--- src/verilog/duart_pkg.sv ---
// Package for the dual channel serial controller register bank
//==================================================================
// Overview of operation
// - Mode zero bit 7 turns the receive idle watchdog off or on
// - Watchdog on: receive interrupt after 64 idle receive bit times
// - Watchdog expiry sets receiver ready in status and flag registers
// - Receive threshold code is mode zero bit 6 over mode one bit 6
// - After reset FIFO empty, threshold interrupts at one byte
// - Mode zero reached only after pointer-to-zero channel command
// - Output bits 1 and 0 are request-to-send, set and cleared by the host; mode one bit 7 drops them while receive FIFO full
// - Status bits: ready, full, tx ready, tx empty, errors, break
// - Command bits: rx en, rx dis, tx en, tx dis, code in 7..4
// - Each mask bit enables its interrupt source by fixed position
// - Flags share mask positions; bits 1 and 5 follow threshold
// - Timer divisor 16 bits from high and low preset registers
// - Aux control: baud set, counter mode, input change enables
// - Input change: deltas in 7..4, present levels in 3..0
// - Input level register returns input pins 7..0
// - Set register sets flagged output bits, clear clears them
// - Output configuration holds one bit per output pin
// - Clock select: receive code 7..4, transmit code 3..0
// - Mode zero: tx threshold 5..4, depth 3, baud ext 2,0, test 1
// - Mode one: rts ctl, rx thr low, err mode, parity, char length
// - Mode two: channel mode, tx rts, cts enable, stop length
// - Mode access advances pointer, stops at two, resets to one
// - Threshold codes mean 1,3,6,8 or 1,8,12,16 bytes by depth
package duart_pkg;
  // Register addresses, read and write views
  localparam logic [3:0] A_MODE_A   = 4'h0;
  localparam logic [3:0] A_STAT_A   = 4'h1;
  localparam logic [3:0] A_CMD_A    = 4'h2;
  localparam logic [3:0] A_FIFO_A   = 4'h3;
  localparam logic [3:0] A_CHG_AUX  = 4'h4;
  localparam logic [3:0] A_FLAG_MSK = 4'h5;
  localparam logic [3:0] A_TPH      = 4'h6;
  localparam logic [3:0] A_TPL      = 4'h7;
  localparam logic [3:0] A_MODE_B   = 4'h8;
  localparam logic [3:0] A_STAT_B   = 4'h9;
  localparam logic [3:0] A_CMD_B    = 4'hA;
  localparam logic [3:0] A_FIFO_B   = 4'hB;
  localparam logic [3:0] A_LVL_CFG  = 4'hD;
  localparam logic [3:0] A_OSET     = 4'hE;
  localparam logic [3:0] A_OCLR     = 4'hF;
  // Mode pointer values
  localparam logic [1:0] PTR_ZERO  = 2'h0;
  localparam logic [1:0] PTR_ONE   = 2'h1;
  localparam logic [1:0] PTR_TWO   = 2'h2;
  // Channel command codes for the pointer
  localparam logic [3:0] CMD_PTR1  = 4'h1;
  localparam logic [3:0] CMD_PTR0  = 4'hB;
  // Field positions
  localparam int MZ_WDOG   = 7;
  localparam int MZ_RXTHR  = 6;
  localparam int MZ_DEPTH  = 3;
  localparam int MO_RXTHR  = 6;
  localparam int MO_RXRTS  = 7;
  localparam int MT_TXRTS  = 5;
  localparam int CMD_RXEN  = 0;
  localparam int CMD_RXDIS = 1;
  localparam int CMD_TXEN  = 2;
  localparam int CMD_TXDIS = 3;
  localparam int ST_RX_READY = 0;
  localparam int ST_RX_FULL  = 1;
  localparam int ST_TX_READY = 2;
  localparam int ST_TX_EMPTY = 3;
  localparam int FL_RX_A   = 1;
  localparam int FL_RX_B   = 5;
  localparam int FL_TX_A   = 0;
  localparam int FL_TX_B   = 4;
  localparam int FL_CHG    = 7;
  // Reset values
  localparam logic [7:0] RST_BYTE  = 8'h00;
  // Watchdog span in receive bit times
  localparam logic [6:0] WDOG_BITS = 7'h40;
  // Thresholds for an 8 byte FIFO, then a 16 byte FIFO
  localparam logic [4:0] THR8_0  = 5'h01;
  localparam logic [4:0] THR8_1  = 5'h03;
  localparam logic [4:0] THR8_2  = 5'h06;
  localparam logic [4:0] THR8_3  = 5'h08;
  localparam logic [4:0] THR16_0 = 5'h01;
  localparam logic [4:0] THR16_1 = 5'h08;
  localparam logic [4:0] THR16_2 = 5'h0C;
  localparam logic [4:0] THR16_3 = 5'h10;

  // Per-channel status inputs from the serial engine
  typedef struct packed {
    logic [3:0] errs;       // break, framing, parity, overrun
    logic       tx_empty;
    logic       tx_ready;
    logic [4:0] rx_count;   // bytes held in receive FIFO
    logic       rx_bit_tick;
  } duart_chan_in_t;
endpackage

--- src/verilog/duart_regs.sv ---
// Register bank of the dual channel serial controller
`timescale 1ns/1ps
module duart_regs
  import duart_pkg::*;
(
  input  wire logic           clk_i,
  input  wire logic           srst_i,
  input  wire logic [3:0]     addr_i,
  input  wire logic           rd_i,
  input  wire logic           wr_i,
  input  wire logic [7:0]     wdata_i,
  output logic      [7:0]     rdata_o,
  input  wire duart_chan_in_t chan_a_i,
  input  wire duart_chan_in_t chan_b_i,
  input  wire logic           ctr_ready_i,
  input  wire logic [1:0]     break_chg_i,
  input  wire logic [7:0]     in_pin_i,
  output logic      [7:0]     out_pin_o,
  output logic      [7:0]     out_config_o,
  output logic      [15:0]    timer_div_o,
  output logic      [7:0]     aux_control_o,
  output logic      [7:0]     irq_flags_o,
  output logic      [1:0]     rx_en_o,
  output logic      [1:0]     tx_en_o,
  output logic      [1:0]     rx_pop_o,
  output logic      [1:0]     tx_push_o,
  output logic      [7:0]     mode_zero_a_o,
  output logic      [7:0]     mode_zero_b_o,
  output logic      [7:0]     mode_one_a_o,
  output logic      [7:0]     mode_one_b_o,
  output logic      [7:0]     mode_two_a_o,
  output logic      [7:0]     mode_two_b_o,
  output logic      [7:0]     clock_select_a_o,
  output logic      [7:0]     clock_select_b_o
);

  //================================================================
  // Decode
  logic [7:0] mode_zero [2];
  logic [7:0] mode_one  [2];
  logic [7:0] mode_two  [2];
  logic [1:0] mode_ptr  [2];
  logic [6:0] wd_count  [2];
  logic [1:0] wd_fired;
  logic [7:0] irq_mask;
  logic [3:0] in_prev;
  logic [3:0] in_delta;
  logic [1:0] rx_thr_met;
  duart_chan_in_t chan [2];
  logic [3:0] a_mode [2];
  logic [3:0] a_cmd  [2];
  logic [3:0] a_fifo [2];
  logic [3:0] a_stat [2];

  assign chan[0]   = chan_a_i;
  assign chan[1]   = chan_b_i;
  assign a_mode[0] = A_MODE_A;
  assign a_mode[1] = A_MODE_B;
  assign a_cmd[0]  = A_CMD_A;
  assign a_cmd[1]  = A_CMD_B;
  assign a_fifo[0] = A_FIFO_A;
  assign a_fifo[1] = A_FIFO_B;
  assign a_stat[0] = A_STAT_A;
  assign a_stat[1] = A_STAT_B;

  // Threshold lookup; code is split over two mode registers
  function automatic logic [4:0] thr_bytes(input logic [7:0] mz,
                                           input logic [7:0] mo);
    logic [1:0] code;
    code = {mz[MZ_RXTHR], mo[MO_RXTHR]};
    case (code)
      2'd0:    thr_bytes = mz[MZ_DEPTH] ? THR16_0 : THR8_0;
      2'd1:    thr_bytes = mz[MZ_DEPTH] ? THR16_1 : THR8_1;
      2'd2:    thr_bytes = mz[MZ_DEPTH] ? THR16_2 : THR8_2;
      default: thr_bytes = mz[MZ_DEPTH] ? THR16_3 : THR8_3;
    endcase
  endfunction

  //================================================================
  // Per-channel mode, command and watchdog logic
  for (genvar c = 0; c < 2; c++) begin : g_chan
    logic mode_hit;
    logic cmd_hit;
    logic fifo_hit;
    assign mode_hit = (rd_i | wr_i) & (addr_i == a_mode[c]);
    assign cmd_hit  = wr_i & (addr_i == a_cmd[c]);
    assign fifo_hit = (rd_i | wr_i) & (addr_i == a_fifo[c]);

    // Mode writes land where the pointer points
    always_ff @(posedge clk_i) begin
      if (srst_i) begin
        mode_zero[c] <= RST_BYTE;
        mode_one[c]  <= RST_BYTE;
        mode_two[c]  <= RST_BYTE;
      end else if (mode_hit && wr_i) begin
        case (mode_ptr[c])
          PTR_ZERO: mode_zero[c] <= wdata_i;
          PTR_ONE:  mode_one[c]  <= wdata_i;
          default:  mode_two[c]  <= wdata_i;
        endcase
      end
    end

    // Pointer: commands win over the access increment
    always_ff @(posedge clk_i) begin
      if (srst_i) begin
        mode_ptr[c] <= PTR_ONE;
      end else if (cmd_hit && wdata_i[7:4] == CMD_PTR0) begin
        mode_ptr[c] <= PTR_ZERO;
      end else if (cmd_hit && wdata_i[7:4] == CMD_PTR1) begin
        mode_ptr[c] <= PTR_ONE;
      end else if (mode_hit && mode_ptr[c] != PTR_TWO) begin
        mode_ptr[c] <= mode_ptr[c] + 2'd1;
      end
    end

    // Enable bits; disable wins if both are written at once
    always_ff @(posedge clk_i) begin
      if (srst_i) begin
        rx_en_o[c] <= 1'b0;
        tx_en_o[c] <= 1'b0;
      end else if (cmd_hit) begin
        if (wdata_i[CMD_RXDIS]) begin
          rx_en_o[c] <= 1'b0;
        end else if (wdata_i[CMD_RXEN]) begin
          rx_en_o[c] <= 1'b1;
        end
        if (wdata_i[CMD_TXDIS]) begin
          tx_en_o[c] <= 1'b0;
        end else if (wdata_i[CMD_TXEN]) begin
          tx_en_o[c] <= 1'b1;
        end
      end
    end

    // FIFO strobes to the serial engine
    always_ff @(posedge clk_i) begin
      if (srst_i) begin
        rx_pop_o[c]  <= 1'b0;
        tx_push_o[c] <= 1'b0;
      end else begin
        rx_pop_o[c]  <= fifo_hit & rd_i;
        tx_push_o[c] <= fifo_hit & wr_i;
      end
    end

    // Idle watchdog; only counts while data waits unread
    always_ff @(posedge clk_i) begin
      if (srst_i) begin
        wd_count[c] <= '0;
        wd_fired[c] <= 1'b0;
      end else if (fifo_hit || !mode_zero[c][MZ_WDOG]
                   || chan[c].rx_count == '0) begin
        wd_count[c] <= '0;
        wd_fired[c] <= 1'b0;
      end else if (chan[c].rx_bit_tick && !wd_fired[c]) begin
        if (wd_count[c] == WDOG_BITS - 7'd1) begin
          wd_fired[c] <= 1'b1;
        end
        wd_count[c] <= wd_count[c] + 7'd1;
      end
    end

    assign rx_thr_met[c] = (chan[c].rx_count
                            >= thr_bytes(mode_zero[c], mode_one[c]))
                           | wd_fired[c];

    // Request-to-send for pin c is applied in the output port block: mode one bit 7 drops it
    // while the receive FIFO is full; the host set/clear path still steers it otherwise.
  end

  //================================================================
  // Shared write registers
  always_ff @(posedge clk_i) begin
    if (srst_i) begin
      irq_mask         <= RST_BYTE;
      aux_control_o    <= RST_BYTE;
      out_config_o     <= RST_BYTE;
      timer_div_o      <= '0;
      clock_select_a_o <= RST_BYTE;
      clock_select_b_o <= RST_BYTE;
    end else if (wr_i) begin
      case (addr_i)
        A_FLAG_MSK: irq_mask         <= wdata_i;
        A_CHG_AUX:  aux_control_o    <= wdata_i;
        A_LVL_CFG:  out_config_o     <= wdata_i;
        A_TPH:      timer_div_o[15:8] <= wdata_i;
        A_TPL:      timer_div_o[7:0]  <= wdata_i;
        A_STAT_A:   clock_select_a_o <= wdata_i;
        A_STAT_B:   clock_select_b_o <= wdata_i;
        default: ;
      endcase
    end
  end

  // Output port; rts pins drop while receiver FIFO is full
  always_ff @(posedge clk_i) begin
    if (srst_i) begin
      out_pin_o <= RST_BYTE;
    end else begin
      if (wr_i && addr_i == A_OSET) begin
        out_pin_o <= out_pin_o | wdata_i;
      end else if (wr_i && addr_i == A_OCLR) begin
        out_pin_o <= out_pin_o & ~wdata_i;
      end
      for (int c = 0; c < 2; c++) begin
        if (mode_one[c][MO_RXRTS] && chan[c].rx_count
            == (mode_zero[c][MZ_DEPTH] ? THR16_3 : THR8_3)) begin
          out_pin_o[c] <= 1'b0;
        end
      end
    end
  end

  // Input change detect; a new edge beats the read clear
  always_ff @(posedge clk_i) begin
    if (srst_i) begin
      in_prev  <= in_pin_i[3:0];  // No false change flagged after reset
      in_delta <= '0;
    end else begin
      in_prev  <= in_pin_i[3:0];
      in_delta <= ((rd_i && addr_i == A_CHG_AUX) ? 4'h0 : in_delta)
                  | (in_pin_i[3:0] ^ in_prev);
    end
  end

  //================================================================
  // Interrupt flags and read data
  logic [7:0] next_flags;
  always_comb begin
    next_flags          = '0;
    next_flags[FL_TX_A] = chan_a_i.tx_ready;
    next_flags[FL_RX_A] = rx_thr_met[0];
    next_flags[2]       = break_chg_i[0];
    next_flags[3]       = ctr_ready_i;
    next_flags[FL_TX_B] = chan_b_i.tx_ready;
    next_flags[FL_RX_B] = rx_thr_met[1];
    next_flags[6]       = break_chg_i[1];
    next_flags[FL_CHG]  = |(in_delta & aux_control_o[3:0]);
  end

  always_ff @(posedge clk_i) begin
    if (srst_i) begin
      irq_flags_o <= RST_BYTE;
    end else begin
      irq_flags_o <= next_flags & irq_mask;
    end
  end

  // Status byte per channel
  function automatic logic [7:0] stat_byte(input duart_chan_in_t ch,
                                           input logic wd,
                                           input logic [7:0] mz);
    logic [4:0] depth;
    depth = mz[MZ_DEPTH] ? THR16_3 : THR8_3;
    stat_byte = {ch.errs, ch.tx_empty, ch.tx_ready,
                 ch.rx_count == depth,
                 (ch.rx_count != '0) | wd};
  endfunction

  always_ff @(posedge clk_i) begin
    if (srst_i) begin
      rdata_o <= RST_BYTE;
    end else if (rd_i) begin
      case (addr_i)
        A_MODE_A: rdata_o <= mode_ptr[0] == PTR_ZERO ? mode_zero[0] :
                             mode_ptr[0] == PTR_ONE  ? mode_one[0] :
                             mode_two[0];
        A_MODE_B: rdata_o <= mode_ptr[1] == PTR_ZERO ? mode_zero[1] :
                             mode_ptr[1] == PTR_ONE  ? mode_one[1] :
                             mode_two[1];
        A_STAT_A: rdata_o <= stat_byte(chan_a_i, wd_fired[0],
                                       mode_zero[0]);
        A_STAT_B: rdata_o <= stat_byte(chan_b_i, wd_fired[1],
                                       mode_zero[1]);
        A_CHG_AUX:  rdata_o <= {in_delta, in_pin_i[3:0]};
        A_FLAG_MSK: rdata_o <= next_flags;
        A_LVL_CFG:  rdata_o <= in_pin_i;
        default:    rdata_o <= RST_BYTE;
      endcase
    end
  end

  assign mode_zero_a_o = mode_zero[0];
  assign mode_zero_b_o = mode_zero[1];
  assign mode_one_a_o  = mode_one[0];
  assign mode_one_b_o  = mode_one[1];
  assign mode_two_a_o  = mode_two[0];
  assign mode_two_b_o  = mode_two[1];

  //================================================================
  // Checks
  property p_ptr_reset;
    @(posedge clk_i) srst_i |=> mode_ptr[0] == PTR_ONE;
  endproperty
  a_ptr_reset: assert property (p_ptr_reset)
    else $error("pointer not one after reset");

  property p_ptr_zero;
    @(posedge clk_i) disable iff (srst_i)
      wr_i && addr_i == A_CMD_A && wdata_i[7:4] == CMD_PTR0
      |=> mode_ptr[0] == PTR_ZERO;
  endproperty
  a_ptr_zero: assert property (p_ptr_zero)
    else $error("pointer zero command ignored");

  property p_ptr_stop;
    @(posedge clk_i) disable iff (srst_i)
      mode_ptr[0] == PTR_TWO && !(wr_i && addr_i == A_CMD_A)
      |=> mode_ptr[0] == PTR_TWO;
  endproperty
  a_ptr_stop: assert property (p_ptr_stop)
    else $error("pointer left mode two");

  property p_set;
    @(posedge clk_i) disable iff (srst_i)
      wr_i && addr_i == A_OSET |=> (out_pin_o[7:2] & $past(wdata_i[7:2]))
      == $past(wdata_i[7:2]);
  endproperty
  a_set: assert property (p_set)
    else $error("output set failed");

  property p_clr;
    @(posedge clk_i) disable iff (srst_i)
      wr_i && addr_i == A_OCLR |=> (out_pin_o & $past(wdata_i)) == 8'h00;
  endproperty
  a_clr: assert property (p_clr)
    else $error("output clear failed");

  property p_keep;
    @(posedge clk_i) disable iff (srst_i)
      wr_i && addr_i == A_OSET |=>
        (out_pin_o[7:2] & ~$past(wdata_i[7:2]))
        == ($past(out_pin_o[7:2]) & ~$past(wdata_i[7:2]));
  endproperty
  a_keep: assert property (p_keep)
    else $error("unflagged output bit changed");

  property p_wd_off;
    @(posedge clk_i) disable iff (srst_i)
      !mode_zero[0][MZ_WDOG] |=> !wd_fired[0];
  endproperty
  a_wd_off: assert property (p_wd_off)
    else $error("watchdog fired while off");

  property p_wd_rdy;
    @(posedge clk_i) disable iff (srst_i)
      wd_fired[0] && irq_mask[FL_RX_A] |=> irq_flags_o[FL_RX_A];
  endproperty
  a_wd_rdy: assert property (p_wd_rdy)
    else $error("watchdog not seen as rx ready");

  property p_access;
    @(posedge clk_i) disable iff (srst_i)
      (rd_i || wr_i) && addr_i == A_FIFO_A |=> wd_count[0] == '0;
  endproperty
  a_access: assert property (p_access)
    else $error("fifo access did not restart watchdog");
endmodule

--- config.mk ---
export PLATFORM = sky130hd
export DESIGN_NAME = duart_regs
export DESIGN_NICKNAME = d
export VERILOG_FILES = /design/src/verilog/duart_pkg.sv /design/src/verilog/duart_regs.sv
export SDC_FILE = /design/constraint.sdc
export NUM_CORES = 1
export LEC_CHECK = 0
export ABC_AREA = 1
export BUFFER_PORTS_ARGS = -buffer_cell sky130_fd_sc_hd__buf_2
export CAP_MARGIN = 0
export CORE_MARGIN = 2
export CORE_UTILIZATION = 33
export DETAILED_ROUTE_END_ITERATION = 8
export PLACE_DENSITY = 0.64
export SLEW_MARGIN = 20
export SYNTH_ARGS = -nofsm -noshare
export SYNTH_HDL_FRONTEND = slang
export SYNTH_SLANG_ARGS = --single-unit
--- constraint.sdc ---
create_clock -name clk_i -period 3.1 [get_ports clk_i]
set_input_delay 0.31 -clock clk_i [delete_from_list [all_inputs] [get_ports clk_i]]
set_output_delay 0.31 -clock clk_i [all_outputs]
set_load 0.01 [all_outputs]
==> results of run 1 <==
[layer usage]
layer  part of all wire [%]  global-route usage, %  wire length [um]
met5                  0.053                      0                13
met2                     48                  34.18             11820
met3                    6.7                  4.931              1654
met4                    1.6                  5.511               384
met1                     43                  26.10             10640
[cell type report]
| cell class | instances | area share (%) |
|---|---|---|
| inverters | 73 | 2.967 |
| flip-flops and latches | 164 | 42.70 |
| well taps | 285 | 3.861 |
| clock buffers | 18 | 4.755 |
| diodes | 2 | 0.05419 |
| clock inverters | 14 | 1.504 |
| repair buffers | 190 | 10.62 |
| multi-input cells | 632 | 33.54 |
[cell families (layout without fill, tap and decap cells)]
family / count (synthesis) / in the layout
AND/OR/NAND/NOR: 445 / 445
flip-flops: 164 / 164
AO/OA/AOI/OAI: 160 / 160
buffers and inverters: 114 / 295
adder cells (fa/ha/maj): 18 / 18
XOR/XNOR: 9 / 9
other: 0 / 2
[worst min-delay path by stage]
stage	end	slack, ns
floorplan	in_prev[0]	0.34
global placement	irq_flags_o[4]	0.42
detailed placement	irq_flags_o[4]	0.42
CTS	in_prev[0]	0.007
global route	in_prev[3]	0.02
finish	in_prev[3]	0.02
[sequential cells by signal (all words and copies together) (netlist names), 4 cells and up, named ones only]
| signal | cells |
|---|---|
| aux_control_o | 8 |
| clock_select_a_o | 8 |
| clock_select_b_o | 8 |
| in_delta | 4 |
| in_prev | 4 |
| irq_flags_o | 8 |
| irq_mask | 8 |
| mode_one | 16 |
| mode_ptr | 4 |
| mode_two | 16 |
| mode_zero | 16 |
| out_config_o | 8 |
| rdata_o | 8 |
| timer_div_o | 16 |
| wd_count | 14 |
[report_power, final]
group | total, mW | switching [mW] | internal, mW
Clock | 2.08 | 0.934 | 1.15
Sequential | 2.34 | 0.0446 | 2.30
Combinational | 0.423 | 0.293 | 0.131
[layout by cell type (no fill, tap or decap), drive strengths merged]
cell type and instances:
a21oi 95, nor3 11, o21ai 44, o211ai 8, and3 1, nand2 211, bufinv 1, buf 190
clkinv 11, diode 2, inv 74, xnor2 4, clkinvlp 1, dfxtp 98, a311oi 8, nand3b 1
o21bai 1, nand4 3, o31ai 2, ha 18, xor2 5, clkbuf 18, edfxtp 66, o21a 1
nor3b 1, a211oi 1, nor4 2, nor2 132, or2 4, nand3 79
[worst max-delay path: stages (launching register included)]
cell and delay (ns):
edfxtp_1 0.47, nand2_1 0.12, inv_1 0.06, nor2_1 0.11, o21ai_0 0.09, ha_1 0.29, nand2_1 0.08, inv_1 0.03
nand2_1 0.05, nand2_1 0.05, nor2_1 0.29, nor2_1 0.08, nor2_1 0.13, nand2_1 0.06, nand2_1 0.05, a21oi_1 0.05
==> metrics.txt, run 1 <==
setup TNS=0 ns; Synth Warn #=0; clock-pin slew on the worst setup and hold paths=0.07 ns; Vias/cell=4.989; Syn Nets=979; GRT Total Usage=20.29%; CTS Hold Bufs=0; Die H=154.8 um; reg2reg end=rdata_o[1]; Initial Util=33.34%; total CTS buffers=17; top cells by area, synth=edfxtp_1, dfxtp_1, nand2_1; PwrDens=525.4 nW/um2; Final Skew=0.008567 ns; VDD IR max=0.3676 mV; Final Util=41.05%; Synth Area in XOR/XNOR=1.051%; number of global-route vias before repair=6,447; Layout Nets=1,147; RSZ-0062 raised after global routing=no; hold crit path type=in -> reg; top-area cell type share of the netlist area=26.42%; largest net degree at the start of global routing=67; Slew Viols, Final=0; share of cells above drive strength 1=23.19%; EDFF count, synth=66; hold_ws=0.02154 ns; CP arrival=2.44 ns; Worst slew margin=32.36%; Worst Hold Depth=1; # rows=55; remaining global-route overflow=0; synth cell count leaders=nand2_1, nor2_1, dfxtp_1; overall die width=154.8 um; final instance area=9236 um2; Synth Register Bits=164; dpl hpwl=18.01 mm; sequential area share after synthesis=52.57%; die area=23,960 um2; DR WL/cell=17.79 um; Netlist cell types=38; hold path start=in_pin_i[3]; total core area=22,500 um2; Cells after Synth=910; final std cells w/o fill=1,378; First-pass DRT Iterations=5; I/O pin cnt=179; largest area contributor in the netlist=edfxtp_1; CTS tree=built; Iter 0 DRT Violations=535; gpl congestion=0.8442; port bufs=178; post-CTS sizing=0; Post-Place Worst Slack=0.8745 ns; fraction of registers with async set or reset after synthesis=0%; Worst R2R Start=mode_one[0][6]; crit end category=register; Register Area=3944 um2; status=completed; H-tree depth=4; max-capacitance violation count=0; Synth Area in Adders=3.002%; Lkg Pwr=4.124 nW; Worst Setup SP=mode_one[0][6]; Bufs on Longest Clock Path=2; simple-gate share of the synthesized area=25.73%; Sink Count=164; root buffer cell=clkbuf_16; final period utilization=69.63%; mux cell area share after synthesis=0%; DRC=0; worst-case reg-to-reg path depth=15; clock latency on the worst-skew pair=0.43 ns; Compound-Gate Fraction of Synth Area=11.51%; Highest Clock Rate=463.3 MHz; fillers=2,253; first-pass GRT wire length=36.76 mm; final worst slack=0.9414 ns; crit-path max FO=6; area occupied by multi-input gates=3098 um2; CP startpoint kind=register; Mean Syn Cell Area=8.244 um2; largest family of logic cells by synthesized area=simple AND/OR/NAND/NOR gates; Cells after DPL=1,344; Final Critical Period=2.159 ns; Slew @ Worst Pin=1.004 ns; Primary FF master, synth=dfxtp_1; Layout area overhead=23.12%; R2R Setup Slk=0.94 ns; WS Path Type=reg -> reg; total power=4.852 mW; initial antenna violation count=3; Vias=6,875; Setup Fix Bufs, Post-CTS=0; critical path endpoint=rdata_o[1]; final number of setup-violating endpoints=0; Hold Vio Cnt, Final=0; Detail Route Antenna Nets=0; Cell Area, Synth=7502 um2; total wire length=24.51 mm; top-count cell post-synth=nand2_1; Worst Path Required=3.38 ns; Post-DP Area=8653 um2
(Power assumes the default switching activity.)
==> run 2, diff against run 1 <==
--- a/config.mk
+++ b/config.mk
@@ -11,7 +11,7 @@
 export CORE_MARGIN = 2
 export CORE_UTILIZATION = 33
 export DETAILED_ROUTE_END_ITERATION = 8
-export PLACE_DENSITY = 0.64
+export PLACE_DENSITY = 0.66
 export SLEW_MARGIN = 20
 export SYNTH_ARGS = -nofsm -noshare
 export SYNTH_HDL_FRONTEND = slang
==> constraint.sdc (replaced) <==
create_clock -name clk_i -period 1.9 [get_ports clk_i]
set_input_delay 0.19 -clock clk_i [delete_from_list [all_inputs] [get_ports clk_i]]
set_output_delay 0.19 -clock clk_i [all_outputs]
set_load 0.01 [all_outputs]
==> run 2 against run 1 <==
  * Via count rose by 4.2%
  * Critical endpoint is now rdata_o[5]
  * Hold slack lost 0.0079 ns
  * Power rose by 65%
  * Cell count rose by 4.2%
==> metrics.txt, run 2 (synthesized netlist as in run 1, its figures left out) <==
status=completed; overall die width=154.8 um; CP startpoint kind=register; remaining global-route overflow=0; fillers=2,246; clock-pin slew on the worst setup and hold paths=0.07 ns; first-pass GRT wire length=38.21 mm; buffers plus inverters on the worst setup path=1; Detail Route Antenna Nets=0; CTS tree=built; CP max-delay cell=edfxtp_1; root buffer cell=clkbuf_16; # rows=55; clock latency on the worst-skew pair=0.44 ns; Initial Util=33.34%; final number of setup-violating endpoints=0; number of global-route vias before repair=6,804; PwrDens=815.9 nW/um2; total power=7.986 mW; Worst Path Required=2.22 ns; Hold Vio Cnt, Final=0; Sink Count=164; Vias/cell=4.988; initial antenna violation count=4; WS Path Type=reg -> reg; Final Critical Period=1.878 ns; First-pass DRT Iterations=5; Final Skew=0.009392 ns; gpl congestion=0.8976; Layout Nets=1,203; Cells after DPL=1,382; DRC=0; Slew Viols, Final=0; largest net degree at the start of global routing=47; Iter 0 DRT Violations=499; most common cell after layout, fill and taps aside=nand2_1; Crit path max-delay family=simple AND/OR/NAND/NOR gates; die area=23,960 um2; total core area=22,500 um2; VDD IR max=0.6311 mV; Highest Clock Rate=532.4 MHz; crit-path max FO=5; Layout area overhead=30.47%; Worst slew margin=63.01%; dpl hpwl=19.14 mm; final std cells w/o fill=1,436; crit end category=register; hold crit path type=in -> reg; port bufs=178; total wire length=25.74 mm; Bufs on Longest Clock Path=2; DR WL/cell=17.92 um; Cell Chain, Critical Path=nand2_2, inv_2, nor2_2, nand2_2, ha_4, nand2_2, nor2_1, a21oi_1, nand2_1, nand2_1, nand3_2, nand2_1, a21oi_1; Slew @ Worst Pin=0.5542 ns; GRT Total Usage=21.12%; RSZ-0062 raised after global routing=yes; max-capacitance violation count=0; I/O pin cnt=179; CP arrival=2.19 ns; share of cells above drive strength 1=28.51%; final period utilization=98.86%; Final Util=43.50%; Die H=154.8 um; CP max stage delay=0.47 ns; total CTS buffers=17; H-tree depth=4; Lkg Pwr=4.417 nW; Vias=7,163; most frequent cells in the layout=nand2_1, buf_2, nor2_1
-- run 2: worst paths after layout --
| kind | startpoint | to | slack, ns | cells after the start |
|---|---|---|---|---|
| setup / recovery | mode_zero[1][6] | rdata_o[5] | 0.02 | 13 |
| setup reg to reg | mode_zero[1][6] | rdata_o[5] | 0.02 | 13 |
| hold / removal | break_chg_i[0] | irq_flags_o[2] | 0.01 | 3 |
| hold reg to reg | irq_mask[3] | irq_flags_o[3] | 0.43 | 2 |
-- run 2: layer usage --
| layer | part of all wire (%) | up-vias | track usage, % |
|---|---|---|---|
| met3 | 7.1 | 52 | 5.212 |
| li1 | - | 3480 | - |
| met4 | 3.4 | 0 | 9.259 |
| met5 | 0 | - | 0 |
| met1 | 43 | 3330 | 27.29 |
| met2 | 46 | 301 | 33.67 |
-- run 2: metrics by stage --
stage | hold WS [ns] | setup WS, ns | instance area, um2 | setup TNS (ns)
3_5_place_dp | 0.3375 | -0.0001583 | 8961 | -0.0001583
6_report | 0.01366 | 0.02161 | 9788 | 0
2_1_floorplan | 0.2177 | 0.03360 | 7512 | 0
5_1_grt | 0.007472 | -0.1244 | 9783 | -0.2834
3_3_place_gp | 0.3390 | 0.04949 | 8961 | 0
4_1_cts | 0.007465 | 0.01263 | 9624 | 0
-- run 2: worst register-to-register path, cell delays in order (launching register included) --
cell and delay [ns]:
edfxtp_1 0.47, nand2_2 0.14, inv_2 0.06, nor2_2 0.11, nand2_2 0.09, ha_4 0.25, nand2_2 0.05, nor2_1 0.03
a21oi_1 0.13, nand2_1 0.11, nand2_1 0.11, nand3_2 0.07, nand2_1 0.07, a21oi_1 0.05
-- run 2: timing repair --
item / 4_1_cts / 5_1_grt
hold endpoints to repair: 6 / 0
resized for setup: 0 / 27
hold buffers: 6 / 0
endpoints found under the setup margin: 2 / 6
pin swaps: 0 / 10
setup buffers: 4 / 7
gates cloned: 0 / 1
-- run 2: report_power, final --
group          internal, mW  total [mW]  switching [mW]
Sequential             3.75        3.82          0.0720
Combinational         0.281       0.792           0.512
Clock                  1.85        3.37            1.52
-- run 2: final cells by class --
class / instances / area, um2 / share of cell area, %
diodes: 4 / 10.01 / 0.1023
clock inverters: 11 / 91.34 / 0.9331
multi-input cells: 632 / 3198 / 32.67
well taps: 285 / 356.6 / 3.643
flip-flops and latches: 164 / 3944 / 40.29
clock buffers: 21 / 481.7 / 4.921
repair buffers: 245 / 1421 / 14.52
repair inverters: 1 / 7.507 / 0.07670
inverters: 73 / 277.8 / 2.838
==> run 3, diff against run 2 <==
--- a/config.mk
+++ b/config.mk
@@ -12,6 +12,7 @@
 export CORE_UTILIZATION = 33
 export DETAILED_ROUTE_END_ITERATION = 8
 export PLACE_DENSITY = 0.66
+export RECOVER_POWER = 100
 export SLEW_MARGIN = 20
 export SYNTH_ARGS = -nofsm -noshare
 export SYNTH_HDL_FRONTEND = slang
==> run 3 against run 2 <==
  * Sequential power is essentially flat
  * First-iteration DRC count grew 11%
  * Flip-flop and latch count is the same
  * Global-route usage is the same
  * Critical path type unchanged
  * Routed wire length shrank 0.13%
  * Highest routed layer unchanged
  * Cell count is the same
  * Utilization is essentially flat
  * Register-to-register slack is essentially flat
  * Via count grew 0.87%
  * Maximum frequency grew 0.61%
==> metrics.txt, run 3 (synthesized netlist as in run 1, its figures left out) <==
DR WL/cell=17.90 um; CP startpoint kind=register; port bufs=178; final period utilization=98.26%; GRT Total Usage=21.12%; Vias/cell=5.031; Slew Viols, Final=0; Die H=154.8 um; initial antenna violation count=4; Initial Util=33.34%; Bufs on Longest Clock Path=2; Worst slew margin=63.16%; routing usage on met2=33.67%; met3 Usage GRT=5.212%; Vias=7,225; I/O pin cnt=179; Final Critical Period=1.867 ns; DRC=0; R2R Setup Slk=0.03 ns; dpl hpwl=19.14 mm; reg2reg end=rdata_o[5]; total power=7.994 mW; final number of setup-violating endpoints=0; crit end category=register; hold crit path type=in -> reg; number of global-route vias before repair=6,804; CTS tree=built; Worst Hold Depth=3; Final Skew=0.009496 ns; final worst slack=0.03306 ns; overall die width=154.8 um; Worst R2R Start=mode_zero[1][6]; Hold Path End=irq_flags_o[2]; Lkg Pwr=4.406 nW; hold_ws=0.01561 ns; H-tree depth=4; Layout area overhead=30.40%; total CTS buffers=17; M1 GR Usage=27.29%; gpl congestion=0.8976; VDD IR max=0.6302 mV; First-pass DRT Iterations=5; PwrDens=817.1 nW/um2; Slew @ Worst Pin=0.5519 ns; WS Path Type=reg -> reg; total core area=22,500 um2; Post-Place Worst Slack=-0.0001583 ns; fillers=2,244; Sink Count=164; most frequent cells in the layout=nand2_1, buf_2, nor2_1; share of cells above drive strength 1=28.16%; Worst Path Required=2.22 ns; RSZ-0062 raised after global routing=yes; GR peak layer=met2; CP arrival=2.18 ns; Iter 0 DRT Violations=552; clock-pin slew on the worst setup and hold paths=0.07 ns; Highest Clock Rate=535.6 MHz; hold path start=break_chg_i[0]; crit-path max FO=5; first-pass GRT wire length=38.21 mm; most common cell after layout, fill and taps aside=nand2_1; status=completed; die area=23,960 um2; # rows=55; total wire length=25.71 mm; root buffer cell=clkbuf_16; worst-case reg-to-reg path depth=13; remaining global-route overflow=0; Hold Vio Cnt, Final=0; Detail Route Antenna Nets=0; largest net degree at the start of global routing=47; max-capacitance violation count=0; clock latency on the worst-skew pair=0.44 ns; Layout Nets=1,203
-- run 3: cell types whose count changed in the layout (fill, tap and decap cells not counted) --
cell	delta
buf_2	-4
clkbuf_1	+4
-- run 3: per-layer routing --
layer  wire (um)  vias to the layer above
li1            -                     3475
met1       10960                     3373
met2       11890                      322
met3        1940                       55
met4         911                        0
met5           0                        -
-- run 3: area by class of cell --
| type | instances | area (um2) | share of cell area [%] |
|---|---|---|---|
| sequential | 164 | 3944 | 40.31 |
| multi-input combinational | 632 | 3198 | 32.69 |
| timing repair buffer | 245 | 1416 | 14.48 |
| clock buffer | 21 | 481.7 | 4.924 |
| tap | 285 | 356.6 | 3.645 |
| inverter | 73 | 277.8 | 2.839 |
| clock inverter | 11 | 91.34 | 0.9336 |
| antenna | 4 | 10.01 | 0.1023 |
| timing repair inverter | 1 | 7.507 | 0.07674 |
-- run 3: worst max path at each step --
| stage | from | to | slack (ns) | cells past startpoint |
|---|---|---|---|---|
| after floorplan | mode_ptr[1][1] | mode_one[1][0] | 0.03 | 4 |
| after global placement | mode_one[0][6] | rdata_o[1] | 0.05 | 15 |
| after detailed placement | mode_one[1][6] | rdata_o[5] | -0.0002 | 13 |
| after CTS | mode_zero[1][6] | rdata_o[5] | 0.01 | 13 |
| after global routing | mode_one[1][6] | rdata_o[5] | -0.12 | 12 |
| final | mode_zero[1][6] | rdata_o[5] | 0.03 | 13 |
-- run 3: per-stage QoR --
step	instances	instance area, um2	TNS (ns)	util, %
4_1_cts	1424	9624	0	42.77
5_1_grt	1434	9778	-0.2834	43.45
3_3_place_gp	1382	8961	0	39.82
2_1_floorplan	910	7512	0	-
3_5_place_dp	1382	8961	-0.0001583	39.82
6_report	1436	9783	0	43.48
-- run 3: where the power goes --
group / switching [mW] / total, mW / internal [mW] / leakage (nW)
Clock: 1.52 / 3.38 / 1.85 / 0.288
Sequential: 0.0717 / 3.82 / 3.75 / 1.49
Combinational: 0.513 / 0.793 / 0.279 / 2.63
Total: 2.11 / 7.99 / 5.89 / 4.41
-- run 3: timing repair --
action / 4_1_cts / 5_1_grt
buffers inserted: 4 / 7
pin swaps: 0 / 10
setup endpoints to repair: 2 / 6
gates cloned: 0 / 1
hold buffers: 6 / 0
hold endpoints to repair: 6 / 0
resized for setup: 0 / 27
-- run 3: critical path, stage by stage, from the launching register on --
cell and delay, ns:
edfxtp_1 0.47, nand2_2 0.13, inv_2 0.06, nor2_2 0.11
nand2_2 0.09, ha_4 0.25, nand2_2 0.05, nor2_1 0.04
a21oi_1 0.13, nand2_1 0.11, nand2_1 0.10, nand3_2 0.07
nand2_1 0.07, a21oi_1 0.05
